**src/clid_pkg.sv**
```systemverilog
/*
   Shared constants and types of the character display instruction decoder.
   Assumes a 125 MHz core clock; all counts are derived from it.
*/
package clid_pkg;
   localparam int CLK_PERIOD_NS = 8;
   localparam int EXEC_SHORT_NS = 38000;
   localparam int EXEC_LONG_NS = 1520000;
   localparam int BLINK_HALF_NS = 400000000;
   localparam int EXEC_SHORT_CYCLES =
      (EXEC_SHORT_NS + CLK_PERIOD_NS - 1) / CLK_PERIOD_NS;
   localparam int EXEC_LONG_CYCLES =
      (EXEC_LONG_NS + CLK_PERIOD_NS - 1) / CLK_PERIOD_NS;
   localparam int BLINK_HALF_CYCLES = BLINK_HALF_NS / CLK_PERIOD_NS;
   localparam int COUNT_W = 26;

   localparam int FIFO_DEPTH = 16;
   localparam int FIFO_W = 10;
   localparam int WORD_RS = 9;
   localparam int WORD_RW = 8;

   localparam int BIT_FONT = 2;
   localparam int BIT_LINES = 3;
   localparam int BIT_WIDTH = 4;
   localparam int BIT_SEL = 3;
   localparam int BIT_DIR = 2;

   localparam logic [6:0] ONE_LINE_LAST = 7'h4f;
   localparam logic [6:0] LINE1_LAST = 7'h27;
   localparam logic [6:0] LINE2_FIRST = 7'h40;
   localparam logic [6:0] LINE2_LAST = 7'h67;
   localparam logic [6:0] LEN_ONE_LINE = 7'h50;
   localparam logic [6:0] LEN_TWO_LINE = 7'h28;
   localparam logic [6:0] TEXT_TOP = 7'h7f;
   localparam logic [7:0] SPACE_CODE = 8'h20;
   localparam logic [7:0] CMD_CLEAR = 8'h01;

   localparam logic RST_WIDTH8 = 1'b1;
   localparam logic RST_INCR = 1'b1;
   localparam logic [6:0] RST_ADDR = 7'h00;

   typedef enum logic {EX_IDLE, EX_RUN} clid_exec_t;
endpackage

```
**src/clid_fifo_if.sv**
```systemverilog
/*
   Valid/ready carrier between the decoder front end, its queue and the
   executor. Assumes one clock domain on both sides.
*/
`timescale 1ns/1ns
`default_nettype none
interface clid_fifo_if #(parameter int W = 10);
   logic inValid;
   logic inReady;
   logic [W-1:0] inData;
   logic outValid;
   logic outReady;
   logic [W-1:0] outData;
   modport producer (output inValid, output inData, input inReady);
   modport store (input inValid, input inData, output inReady,
      output outValid, output outData, input outReady);
   modport consumer (input outValid, input outData, output outReady);
endinterface
`default_nettype wire

```
**src/clid_fifo.sv**
```systemverilog
/*
   Instruction queue with parameterised width and depth.
   Assumes an asynchronous active-low reset already released cleanly.
*/
`timescale 1ns/1ns
`default_nettype none
module clid_fifo
   import clid_pkg::*;
#(
   parameter int W = 10,
   parameter int DEPTH = 16
)
(
   input wire logic core_clk,
   input wire logic rstN,
   clid_fifo_if.store q
);
   localparam int AW = $clog2(DEPTH);
   logic [W-1:0] mem [DEPTH];
   logic [AW:0] wrPtr_reg;
   logic [AW:0] rdPtr_reg;
   wire full = (wrPtr_reg[AW] != rdPtr_reg[AW])
      && (wrPtr_reg[AW-1:0] == rdPtr_reg[AW-1:0]);
   wire empty = (wrPtr_reg == rdPtr_reg);
   wire doPush = q.inValid && !full;
   wire doPop = q.outReady && !empty;

   assign q.inReady = !full;
   assign q.outValid = !empty;
   assign q.outData = mem[rdPtr_reg[AW-1:0]];

   always_ff @(posedge core_clk)
   begin
      if (doPush)
      begin
         mem[wrPtr_reg[AW-1:0]] <= q.inData;
      end
   end

   always_ff @(posedge core_clk or negedge rstN)
   begin
      if (!rstN)
      begin
         wrPtr_reg <= '0;
         rdPtr_reg <= '0;
      end
      else
      begin
         wrPtr_reg <= wrPtr_reg + (AW+1)'(doPush);
         rdPtr_reg <= rdPtr_reg + (AW+1)'(doPop);
      end
   end
endmodule
`default_nettype wire

```
**src/clid_decoder.sv**
```systemverilog
/*
   Instruction decoder of a character dot-matrix display controller: host
   bus front end, instruction queue, executor, text and glyph memories.
   Assumes host strobes are one-cycle pulses synchronous to core_clk.
*/
`timescale 1ns/1ns
`default_nettype none
module clid_decoder
   import clid_pkg::*;
#(
   parameter int SHORT_CYCLES = EXEC_SHORT_CYCLES,
   parameter int LONG_CYCLES = EXEC_LONG_CYCLES,
   parameter int BLINK_CYCLES = BLINK_HALF_CYCLES
)
(
   input wire logic core_clk,
   input wire logic arst_n,
   input wire logic hostStrobe,
   input wire logic registerSelect,
   input wire logic readNotWrite,
   input wire logic [7:0] hostDataIn,
   output logic [7:0] hostDataOut,
   output logic hostDataOe,
   output logic busyFlag,
   output logic queueFull,
   output logic displayBlank,
   output logic cursorVisible,
   output logic cursorCellAllOn,
   output logic twoLineMode,
   output logic bigFont,
   output logic busWidthSelect,
   output logic [6:0] shiftOffset,
   input wire logic [6:0] scanAddr,
   output logic [7:0] scanChar,
   input wire logic [7:0] glyphCode,
   input wire logic [2:0] glyphRowSel,
   output logic [4:0] glyphRowBits,
   output logic glyphHit
);
   logic rstMeta_reg;
   logic rstN;
   always_ff @(posedge core_clk or negedge arst_n)
   begin
      if (!arst_n)
      begin
         rstMeta_reg <= 1'b0;
         rstN <= 1'b0;
      end
      else
      begin
         rstMeta_reg <= 1'b1;
         rstN <= rstMeta_reg;
      end
   end

   // Steps a text address inside the window of the current line mode.
   // line windows
   function automatic logic [6:0] stepText(input logic [6:0] a,
      input logic up, input logic two);
      logic [6:0] r;
      r = up ? a + 7'h01 : a - 7'h01;
      if (!two && up && a >= ONE_LINE_LAST) r = RST_ADDR;
      if (!two && !up && (a == RST_ADDR || a > ONE_LINE_LAST))
         r = ONE_LINE_LAST;
      if (two && up && a == LINE1_LAST) r = LINE2_FIRST;
      if (two && up && a >= LINE2_LAST) r = RST_ADDR;
      if (two && !up && a == LINE2_FIRST) r = LINE1_LAST;
      if (two && !up && a == RST_ADDR) r = LINE2_LAST;
      return r;
   endfunction

   // Moves the display window by one cell, modulo the line length.
   function automatic logic [6:0] stepWindow(input logic [6:0] o,
      input logic left, input logic two);
      logic [6:0] last;
      last = (two ? LEN_TWO_LINE : LEN_ONE_LINE) - 7'h01;
      if (left) return (o >= last) ? 7'h00 : o + 7'h01;
      return (o == 7'h00 || o > last) ? last : o - 7'h01;
   endfunction

   clid_fifo_if #(.W(FIFO_W)) qbus ();
   clid_fifo #(.W(FIFO_W), .DEPTH(FIFO_DEPTH)) u_queue (
      .core_clk(core_clk),
      .rstN(rstN),
      .q(qbus.store)
   );

   logic [7:0] textRam [128];
   logic [7:0] glyphRam [64];
   clid_exec_t exState_reg;
   logic [COUNT_W-1:0] exCount_reg;
   logic [6:0] clearIdx_reg;
   logic clearing_reg;
   logic reload_reg;
   logic [6:0] addrCnt_reg;
   logic glyphSel_reg;
   logic incr_reg;
   logic entryShift_reg;
   logic dispOn_reg;
   logic cursorOn_reg;
   logic blinkOn_reg;
   logic width8_reg;
   logic twoLine_reg;
   logic font_reg;
   logic [6:0] offset_reg;
   logic [7:0] outData_reg;
   logic nibblePhase_reg;
   logic [3:0] hiNibble_reg;
   logic [7:0] readHold_reg;
   logic [COUNT_W-1:0] blinkCount_reg;
   logic blinkPhase_reg;

   // Host side: a byte is complete on any 8-bit strobe or a second nibble.
   wire statusRead = !registerSelect && readNotWrite;
   wire byteDone = width8_reg || nibblePhase_reg;
   wire [7:0] wrByte = width8_reg ? hostDataIn
      : {hiNibble_reg, hostDataIn[7:4]};
   wire [7:0] rdValue = statusRead ? {busyFlag, addrCnt_reg} : outData_reg;
   wire [7:0] rdDrive = width8_reg ? rdValue
      : nibblePhase_reg ? {readHold_reg[3:0], 4'h0} : {rdValue[7:4], 4'h0};
   assign qbus.inValid = hostStrobe && byteDone && !statusRead;
   assign qbus.inData = {registerSelect, readNotWrite, wrByte};

   always_ff @(posedge core_clk or negedge rstN)
   begin
      if (!rstN)
      begin
         nibblePhase_reg <= 1'b0;
         hiNibble_reg <= 4'h0;
         readHold_reg <= 8'h00;
         hostDataOut <= 8'h00;
         hostDataOe <= 1'b0;
      end
      else
      begin
         hostDataOe <= readNotWrite && (hostStrobe || hostDataOe);
         if (hostStrobe)
         begin
            nibblePhase_reg <= !width8_reg && !nibblePhase_reg;
            if (!nibblePhase_reg)
            begin
               hiNibble_reg <= hostDataIn[7:4];
               readHold_reg <= rdValue;
            end
            if (readNotWrite)
            begin
               // busy and counter on status read
               hostDataOut <= rdDrive;
            end
         end
      end
   end

   // Executor: one queued instruction at a time, held for its run time.
   wire fire = qbus.outValid && (exState_reg == EX_IDLE);
   assign qbus.outReady = (exState_reg == EX_IDLE);
   wire [7:0] opd = qbus.outData[7:0];
   wire opRs = qbus.outData[WORD_RS];
   wire opRw = qbus.outData[WORD_RW];
   wire isDataWr = fire && opRs && !opRw;
   wire isDataRd = fire && opRs && opRw;
   wire isCmd = fire && !opRs;
   wire isTextSet = isCmd && opd[7];
   wire isGlyphSet = isCmd && opd[7:6] == 2'b01;
   wire isFunc = isCmd && opd[7:5] == 3'b001;
   wire isShift = isCmd && opd[7:4] == 4'b0001;
   wire isDisp = isCmd && opd[7:3] == 5'b00001;
   wire isEntry = isCmd && opd[7:2] == 6'b000001;
   wire isHome = isCmd && opd[7:1] == 7'b0000001;
   wire isClear = isCmd && opd == CMD_CLEAR;
   wire isLong = isHome || isClear;
   wire [6:0] entryStep = glyphSel_reg
      ? {1'b0, incr_reg ? addrCnt_reg[5:0] + 6'h01 : addrCnt_reg[5:0] - 6'h01}
      : stepText(addrCnt_reg, incr_reg, twoLine_reg);
   wire [6:0] cursorStep = stepText(addrCnt_reg, opd[BIT_DIR], twoLine_reg);
   wire [7:0] ramRead = glyphSel_reg ? glyphRam[addrCnt_reg[5:0]]
      : textRam[addrCnt_reg];
   wire runDone = (exState_reg == EX_RUN) && exCount_reg == COUNT_W'(1);

   wire busyNext = qbus.inValid || qbus.outValid || (exState_reg == EX_RUN)
      && !runDone;

   always_ff @(posedge core_clk or negedge rstN)
   begin
      if (!rstN)
      begin
         exState_reg <= EX_IDLE;
         exCount_reg <= '0;
         busyFlag <= 1'b0;
         queueFull <= 1'b0;
      end
      else
      begin
         busyFlag <= busyNext;
         queueFull <= !qbus.inReady;
         if (fire)
         begin
            exState_reg <= EX_RUN;
            exCount_reg <= isLong ? COUNT_W'(LONG_CYCLES)
               : COUNT_W'(SHORT_CYCLES);
         end
         else if (runDone)
         begin
            exState_reg <= EX_IDLE;
         end
         else if (exState_reg == EX_RUN)
         begin
            exCount_reg <= exCount_reg - COUNT_W'(1);
         end
      end
   end

   always_ff @(posedge core_clk or negedge rstN)
   begin
      if (!rstN)
      begin
         addrCnt_reg <= RST_ADDR;
         glyphSel_reg <= 1'b0;
         offset_reg <= 7'h00;
         reload_reg <= 1'b0;
         outData_reg <= 8'h00;
      end
      else
      begin
         if (isTextSet)
            addrCnt_reg <= opd[6:0];
         else if (isGlyphSet)
            addrCnt_reg <= {1'b0, opd[5:0]};
         else if (isHome || isClear)
            addrCnt_reg <= RST_ADDR;
         else if (isShift && !opd[BIT_SEL])
            addrCnt_reg <= glyphSel_reg ? entryStep : cursorStep;
         else if (isDataWr || isDataRd)
            addrCnt_reg <= entryStep;
         if (isTextSet || isHome || isClear)
            glyphSel_reg <= 1'b0;
         else if (isGlyphSet)
            glyphSel_reg <= 1'b1;
         // display shift moves only the shared window
         if (isShift && opd[BIT_SEL])
            offset_reg <= stepWindow(offset_reg, !opd[BIT_DIR], twoLine_reg);
         else if (isDataWr && !glyphSel_reg && entryShift_reg)
            offset_reg <= stepWindow(offset_reg, incr_reg, twoLine_reg);
         else if (isHome || isClear)
            offset_reg <= 7'h00;
         // latch data only on set, text cursor shift or read
         if (isTextSet || isGlyphSet || isDataRd
            || isShift && !opd[BIT_SEL] && !glyphSel_reg)
            reload_reg <= 1'b1;
         else if (runDone)
            reload_reg <= 1'b0;
         if (runDone && reload_reg)
            outData_reg <= ramRead;
      end
   end

   always_ff @(posedge core_clk or negedge rstN)
   begin
      if (!rstN)
      begin
         incr_reg <= RST_INCR;
         entryShift_reg <= 1'b0;
         dispOn_reg <= 1'b0;
         cursorOn_reg <= 1'b0;
         blinkOn_reg <= 1'b0;
         width8_reg <= RST_WIDTH8;
         twoLine_reg <= 1'b0;
         font_reg <= 1'b0;
      end
      else
      begin
         if (isEntry)
         begin
            incr_reg <= opd[1];
            entryShift_reg <= opd[0];
         end
         else if (isClear)
            incr_reg <= 1'b1;
         if (isDisp)
         begin
            dispOn_reg <= opd[2];
            cursorOn_reg <= opd[1];
            blinkOn_reg <= opd[0];
         end
         if (isFunc)
         begin
            width8_reg <= opd[BIT_WIDTH];
            twoLine_reg <= opd[BIT_LINES];
            font_reg <= opd[BIT_FONT];
         end
      end
   end

   // Clearing walks the whole text store while the long run time elapses,
   // so LONG_CYCLES must exceed the store size.
   always_ff @(posedge core_clk or negedge rstN)
   begin
      if (!rstN)
      begin
         clearing_reg <= 1'b0;
         clearIdx_reg <= 7'h00;
      end
      else if (isClear)
      begin
         clearing_reg <= 1'b1;
         clearIdx_reg <= 7'h00;
      end
      else if (clearing_reg)
      begin
         clearing_reg <= clearIdx_reg != TEXT_TOP;
         clearIdx_reg <= clearIdx_reg + 7'h01;
      end
   end

   always_ff @(posedge core_clk)
   begin
      if (clearing_reg)
         textRam[clearIdx_reg] <= SPACE_CODE;
      else if (isDataWr && !glyphSel_reg)
         textRam[addrCnt_reg] <= opd;
      if (isDataWr && glyphSel_reg)
         glyphRam[addrCnt_reg[5:0]] <= opd;
   end

   // user glyph lookup, code bit 3 ignored
   wire glyphMatch = glyphCode[7:4] == 4'h0;
   wire [5:0] glyphAddr = {glyphCode[2:0], glyphRowSel};

   always_ff @(posedge core_clk or negedge rstN)
   begin
      if (!rstN)
      begin
         blinkCount_reg <= '0;
         blinkPhase_reg <= 1'b0;
         displayBlank <= 1'b1;
         cursorVisible <= 1'b0;
         cursorCellAllOn <= 1'b0;
         twoLineMode <= 1'b0;
         bigFont <= 1'b0;
         busWidthSelect <= RST_WIDTH8;
         shiftOffset <= 7'h00;
         scanChar <= 8'h00;
         glyphRowBits <= 5'h00;
         glyphHit <= 1'b0;
      end
      else
      begin
         // blink phase runs only while blinking is on
         if (!blinkOn_reg || blinkCount_reg == COUNT_W'(BLINK_CYCLES - 1))
            blinkCount_reg <= '0;
         else
            blinkCount_reg <= blinkCount_reg + COUNT_W'(1);
         if (!blinkOn_reg)
            blinkPhase_reg <= 1'b0;
         else if (blinkCount_reg == COUNT_W'(BLINK_CYCLES - 1))
            blinkPhase_reg <= !blinkPhase_reg;
         displayBlank <= !dispOn_reg;
         cursorVisible <= dispOn_reg && cursorOn_reg;
         cursorCellAllOn <= dispOn_reg && blinkOn_reg && blinkPhase_reg;
         twoLineMode <= twoLine_reg;
         bigFont <= font_reg;
         busWidthSelect <= width8_reg;
         shiftOffset <= offset_reg;
         scanChar <= textRam[scanAddr];
         glyphRowBits <= glyphMatch ? glyphRam[glyphAddr][4:0] : 5'h00;
         glyphHit <= glyphMatch;
      end
   end
endmodule
`default_nettype wire

```
**config.mk**
```make
export PLATFORM = sky130hd
export DESIGN_NAME = clid_decoder
export DESIGN_NICKNAME = d
export VERILOG_FILES = /design/src/clid_pkg.sv /design/src/clid_fifo_if.sv /design/src/clid_fifo.sv /design/src/clid_decoder.sv
export SDC_FILE = /design/constraint.sdc
export NUM_CORES = 2
export LEC_CHECK = 0
export BUFFER_PORTS_ARGS = -buffer_cell sky130_fd_sc_hd__buf_2
export CAP_MARGIN = 20
export CORE_AREA = 2 2 366 368
export DETAILED_ROUTE_END_ITERATION = 7
export DIE_AREA = 0 0 368 370
export GPL_ROUTABILITY_DRIVEN = 1
export MAX_ROUTING_LAYER = met4
export PLACE_DENSITY = 0.78
export SLEW_MARGIN = 5
export SYNTH_ARGS = -nofsm -noshare
export SYNTH_HDL_FRONTEND = slang
export SYNTH_SLANG_ARGS = --single-unit
```
**constraint.sdc**
```tcl
create_clock -name core_clk -period 6.5 [get_ports core_clk]
set_input_delay 0.325 -clock core_clk [delete_from_list [all_inputs] [get_ports core_clk]]
set_output_delay 0.325 -clock core_clk [all_outputs]
set_load 0.1 [all_outputs]
```
Yosys cells after proc, flatten, opt, wreduce, memory -nomap -nowiden
Memories as Yosys holds them, arrays and structs flattened. A register that Yosys moved wholly into a read port is not among the register bits.
Cells that the tools add are included.
W data, S select, Z words.
{ "classes": {"addsub": 12, "magnitude_cmp": 5, "n_eq_ne": 17, "muxes": 73, "bitwise_logic": 2, "reduce_logical": 99} }
{ "ops": {"columns": ["cell", "count"], "rows": [
  ["$mux W7", 34],
  ["$mux W26", 4],
  ["$logic_and A1 B1 Y1", 52],
  ["$mux W8", 6],
  ["$add A26 B1 Y26 const B", 1],
  ["$eq A26 B1 Y1 const B", 1],
  ["$eq A26 B26 Y1 const B", 1],
  ["$mux W1", 26],
  ["$sub A26 B1 Y26 const B", 1],
  ["$add A7 B1 Y7 const B", 3],
  ["$sub A7 B1 Y7 const B", 3],
  ["$logic_not A1 Y1", 18],
  ["$mux W18", 1],
  ["$ge A7 B7 Y1 const B", 2],
  ["$logic_not A7 Y1", 2],
  ["$logic_or A1 B1 Y1", 14],
  ["$reduce_bool A2 Y1", 6],
  ["$add A5 B1 Y5", 2],
  ["$eq A8 B1 Y1 const B", 1],
  ["$reduce_or A8 Y1", 1],
  ["$eq A7 B1 Y1 const B", 1],
  ["$eq A7 B6 Y1 const B", 1],
  ["$eq A7 B7 Y1 const B", 1],
  ["$ge A7 B7 Y1", 1],
  ["other kinds (22)", 25]
]} }
{ "word_totals": {"reg_bits": 145, "ramBits": 1696, "in_bits": 31, "wordCells": 250, "memories": 3} }
{ "memory_table": {"columns": ["memory", "depth", "word_bits", "read_ports", "rd_clocked_by_memory_dff", "write_ports", "line_no", "rtl"], "rows": [
  ["textRam", 128, 8, 2, 1, 1, "clid_decoder.sv:88", "logic [7:0] textRam [128];"],
  ["glyphRam", 64, 8, 2, 0, 1, "clid_decoder.sv:89", "logic [7:0] glyphRam [64];"],
  ["u_queue.mem", 16, 10, 1, 0, 1, "clid_fifo.sv:19", "logic [W-1:0] mem [DEPTH];"]
]} }

Longest topological paths before layout
{ "depth": {"ltp_word": 15, "ltp_mapped": 15, "depth_no_buf": 10} }

Cells and area by module
Synthesis repeated with hierarchy kept, for this count alone.
{ "hier_totals": {"cells_unflattened": 5108, "area_unflattened_um2": 83706.5} }
{ "by_module_without_submodules": {"columns": ["module", "n_inst", "cells_each", "area_each_um2", "seq_area_each_um2"], "rows": [
  ["clid_decoder", 1, 4750, 76827.4, 49707.7],
  ["clid_fifo", 1, 358, 6879.1, 5054.8]
]} }

Worst setup path after synthesis
OpenSTA, ideal clock, no wires.
{ "synth_path": {"path_type": "reg-to-reg", "start": "reg u_queue.rdPtr_reg[0]", "end": "mem textRam[0][4] (data pin)", "setup_time_ns": 0.892, "arrival_ns": 5.859, "path_slack_ns": -0.251, "stages_incl_launch_ff": 13, "path_buffers": 6, "cell_sequence": "dfrtp_1 -> buf_6 -> buf_8 -> mux4_2 -> a22o_1 -> nor2_1 -> and4_1 -> nand2b_1 -> buf_4 -> buf_4 -> buf_2 -> buf_2 -> a21oi_1"} }
{ "synth_between": {"elab_chain_cells": 11, "elab_cells_between_ends": 13, "cone_classes": "eq/ne: 1; mux: 4; reduce/logical: 7; memory: 1"} }
{ "synth_rtl": {"columns": ["item", "line_no", "rtl"], "rows": [
  ["start: declaration", "clid_fifo.sv:21", "logic [AW:0] rdPtr_reg;"],
  ["start signal: assignment", "clid_fifo.sv:50", "rdPtr_reg <= rdPtr_reg + (AW+1)'(doPop);"],
  ["parallel branches: the longest is 10 deep, another holds $mem_v2 Z16 W10", null, null],
  ["$mux W8 (no line) (*)", null, null],
  ["end: declaration", "clid_decoder.sv:88", null]
]} }
Mark *: on every way between the ends.

Final worst setup path
{ "layout_path": {"start": "reg u_queue.rdPtr_reg[0]", "end": "mem textRam[115][2] (enable)"} }
{ "layout_between": {"elab_chain_cells": 11, "elab_cells_between_ends": 14, "cone_classes": "eq/ne: 1; mux: 5; reduce/logical: 7; memory: 1"} }
{ "layout_rtl": {"columns": ["item", "line_no", "rtl"], "rows": [
  ["parallel branches: the longest is 4 deep, another holds $mem_v2 Z16 W10", null, null],
  ["$logic_and A1 B1 Y1 (*)", "clid_decoder.sv:160", "wire isDataWr = fire && opRs && !opRw;"],
  ["$logic_and A1 B1 Y1 (*)", "clid_decoder.sv:319", "else if (isDataWr && !glyphSel_reg)"],
  ["$mux W1 (*)", "clid_decoder.sv:319", null],
  ["$mux W1 (*)", "clid_decoder.sv:317", "if (clearing_reg)"],
  ["$mux W1 (not written as such) (*)", "clid_decoder.sv:320", "textRam[addrCnt_reg] <= opd;"],
  ["$reduce_or A8 Y1 (no line)", null, null],
  ["$mux W7 (no line) or $mux W1 (tied branches)", null, null]
]} }
Marked as above.

==> results.sh <==
export IMPL_yosys_area_top_type="edfxtp_1"
export IMPL_nFillCells=8239
export IMPL_ys_warnings_count=0
export IMPL_core_area_mm2=0.1325
export IMPL_postCtsSetupBuffers=0
export IMPL_startpoint_type="flop"
export IMPL_largest_reg_flops=1024
export IMPL_synth_edff_count=1696
export IMPL_dr_first_iter_drc_count=10830
export IMPL_dp_final_hpwl_um=164400
export IMPL_ir_drop_mv=0.4470
export IMPL_grt_first_pass_wirelength_um=374200
export IMPL_ant_nets=0
export IMPL_synth_distinct_cells=92
export IMPL_hold_buffers=15
export IMPL_cts_inserted_buffers=181
export IMPL_maxSlewViolCount=0
export IMPL_cp_cell_sequence="xor2_1 > nor4_1 > a21o_1 > inv_1 > and4_1 > nand2b_2 > buf_4 > nor3_1 > a31oi_1 > nor2_1"
export IMPL_netlist_area_mm2=0.08268
export IMPL_routed_wl_um=262500
export IMPL_violations="design-rule violations"
export IMPL_track_usage_pct=39.77
export IMPL_grt_ovfl_total=0
export IMPL_top_register="textRam"
export IMPL_design_die_area_mm2=0.1362
export IMPL_cts_htree_levels=4
export IMPL_r2r_start="u_queue.rdPtr_reg[0]$_DFF_PN0_"
export IMPL_drv_cap=0
export IMPL_drc_errors=52
export IMPL_die_w_um=368
export IMPL_endpoint_kind="flop"
export IMPL_hp_class="in2reg"
export IMPL_synth_cells=4965
export IMPL_grt_start_max_net_pins=129
export IMPL_startpoint="u_queue.rdPtr_reg[0]$_DFF_PN0_"
export IMPL_die_h_um=370
export IMPL_layout_min_cycle_time_ps=4978
export IMPL_ys_ff_latch=1849
export IMPL_clk_latency_ps=850
export IMPL_finalWorstSetupSlack_ps=1522
export IMPL_critical_path_required_ps=6960
export IMPL_cp_arrival_ps=5440
export IMPL_synth_area_top_cells="edfxtp_1 (62%), mux4_2 (14%), dfrtp_1 (4.5%)"
export IMPL_worstMarginPinSlew_ps=1223
export IMPL_clk_path_buf_depth=3
export IMPL_grt_pass1_vias=52780
export IMPL_min_from="glyphCode[1]"
export IMPL_async_flop_share_pct=8.275
export IMPL_drive_gt1_share_pct=22.73
export IMPL_root_buffer="clkbuf_16"
export IMPL_synth_top_area_share_pct=61.60
export IMPL_io_buffer_count=67
export IMPL_syn_to_final_growth_pct=10.82
export IMPL_clock_sinks=1849
export IMPL_rows=134
export IMPL_path_class="reg2reg"
export IMPL_max_freq_ghz=0.2009
export IMPL_fin_crit_sh_pct=76.59
export IMPL_syn_nets=5017
export IMPL_viasPerCell=7.853
export IMPL_ctsResizeCount=0
export IMPL_hold_violations=0
export IMPL_finalSetupTns_ps=0
export IMPL_syn_avg_cell_area_um2=16.65
export IMPL_synthFlopType="edfxtp_1"
export IMPL_dp_slack_ps=1204
export IMPL_finalSetupViolations=0
export IMPL_slew_headroom_pct=18.24
export IMPL_routabilityCongestion=1.031
export IMPL_antenna_found_initial=26
export IMPL_cts_tree="done"
export IMPL_vias=54710
export IMPL_rsz0062_at_grt="no"
export IMPL_slowest_stage="dfrtp_2"
export IMPL_slowest_delay_ps=960
export IMPL_pwr_density_cell_mw_per_mm2=419.2
export IMPL_start_util_pct=62.42
export IMPL_status="finished with violations"
export IMPL_clkTransAtPathRegs_ps=60
export IMPL_cp_max_fo=28
export IMPL_fin_skew_ps=33.57
export IMPL_nets=5069
export IMPL_p_leak_nw=28.33
export IMPL_routedWlPerCell_um=37.67
export IMPL_drt_pre_antenna_iters=8
export IMPL_ios=69
export IMPL_seq_area_frac_synth_pct=66.24
==> worst max-delay path, delay by kind of cell, from the launching register on <==
family / cells / cell delay (ps)
AOI/OAI and AO/OA: 2 / 1150
xor gates and xnor gates: 1 / 160
buffers and inverters: 2 / 400
and+or+nand+nor: 5 / 1910
DFF: 1 / 960
==> final cells by class <==
cell class,instances,area [µm²],area share [%]
diodes,26,65.06,0.07101
inverters,32,120.1,0.1311
multi-input cells,2707,26430,28.84
clock inverters,107,1030,1.124
well taps,1768,2212,2.414
repair buffers,246,2047,2.234
clock buffers,232,4936,5.387
flip-flops and latches,1849,54790,59.79
==> synth_stat cells, drive strengths merged (8+ instances only) <==
library cell  instances
nor4                 23
o21a                  9
nand3                62
xnor2                36
buf                 133
clkbuf              244
nor3                 44
o211ai               22
or3                   9
o21ai               103
a41oi                 8
nor2b                22
a221o                27
a222oi                8
a221oi              138
nand2               175
edfxtp             1696
nor2                366
nand4                67
mux2                 98
ha                   20
and3                 22
o2bb2ai              13
dfrtp               149
and2                 23
o22ai                18
a22o                 97
inv                  30
mux2i                76
o31ai                 8
nand2b               14
a31oi                85
xor2                 38
mux4                516
a21oi               107
a22oi               336
o22a                  8
==> cells by family after synthesis <==
group / share of synthesized area, %
flip-flops: 66.24
AO/OA/AOI/OAI: 9.458
AND/OR/NAND/NOR: 4.858
multiplexers: 16.33
buffers and inverters: 2.004
XOR/XNOR: 0.7839
adder cells (fa/ha/maj): 0.3269
other: 0.004536
==> worst paths after layout <==
path | cells past startpoint | slack, ps | end
worst max-delay path | 10 | 1520 | textRam[115][2]$_DFFE_PP_
worst min-delay path | 3 | 60 | glyphRowBits[0]$_DFF_PN0_
worst max register to register | 10 | 1520 | textRam[115][2]$_DFFE_PP_
worst min register to register | 0 | 240 | glyphRowBits[3]$_DFF_PN0_
max in group asynchronous | 1 | 4940 | blinkCount_reg[15]$_DFF_PN0_
min in group asynchronous | 0 | 240 | glyphRowBits[3]$_DFF_PN0_
==> metrics by stage <==
step | hold slack (ps) | std cells | power [mW] | util [%] | area [µm²]
2_1_floorplan | 29.41 | 4965 | 22.04 | - | 82680
3_3_place_gp | 110.0 | 6579 | 26.91 | 64.43 | 85340
3_5_place_dp | 114.1 | 6579 | 27.13 | 64.43 | 85340
4_1_cts | 15.91 | 6933 | 37.52 | 69.05 | 91460
5_1_grt | 81.46 | 6962 | 38.96 | 69.16 | 91610
6_report | 57.90 | 6967 | 38.41 | 69.17 | 91620
==> layout by cell type (no fill, tap or decap), types with 26 or more instances in the layout <==
cell          n
a21oi_1     102
a221o_1      27
a221oi_1    137
a22o_1       97
a22oi_1     336
a31oi_1      81
buf_2        61
buf_4       144
clkbuf_1     35
clkbuf_16   187
clkinv_1     38
clkinv_2     39
dfrtp_1     141
diode_2      26
edfxtp_1   1696
mux2_2       98
mux2i_1      76
mux4_2      512
nand2_1     172
nand3_1      62
nand4_1      66
nor2_1      357
nor3_1       42
o21ai_0     103
xnor2_1      36
xor2_1       38
==> where the power goes <==
part	internal (mW)	switching, mW
logic	3.68	9.23
registers	14.4	0.556
clock network	5.95	4.61
==> layer usage <==
layer  part of all wire (%)  track usage, %  routed length [µm]
met1                     32           50.32               85020
met2                     44           55.62              115500
met3                     17           15.27               44310
met4                    6.7           21.89               17620
met5                      0               -                   0
Note: power is estimated with default switching activity, not from simulation.
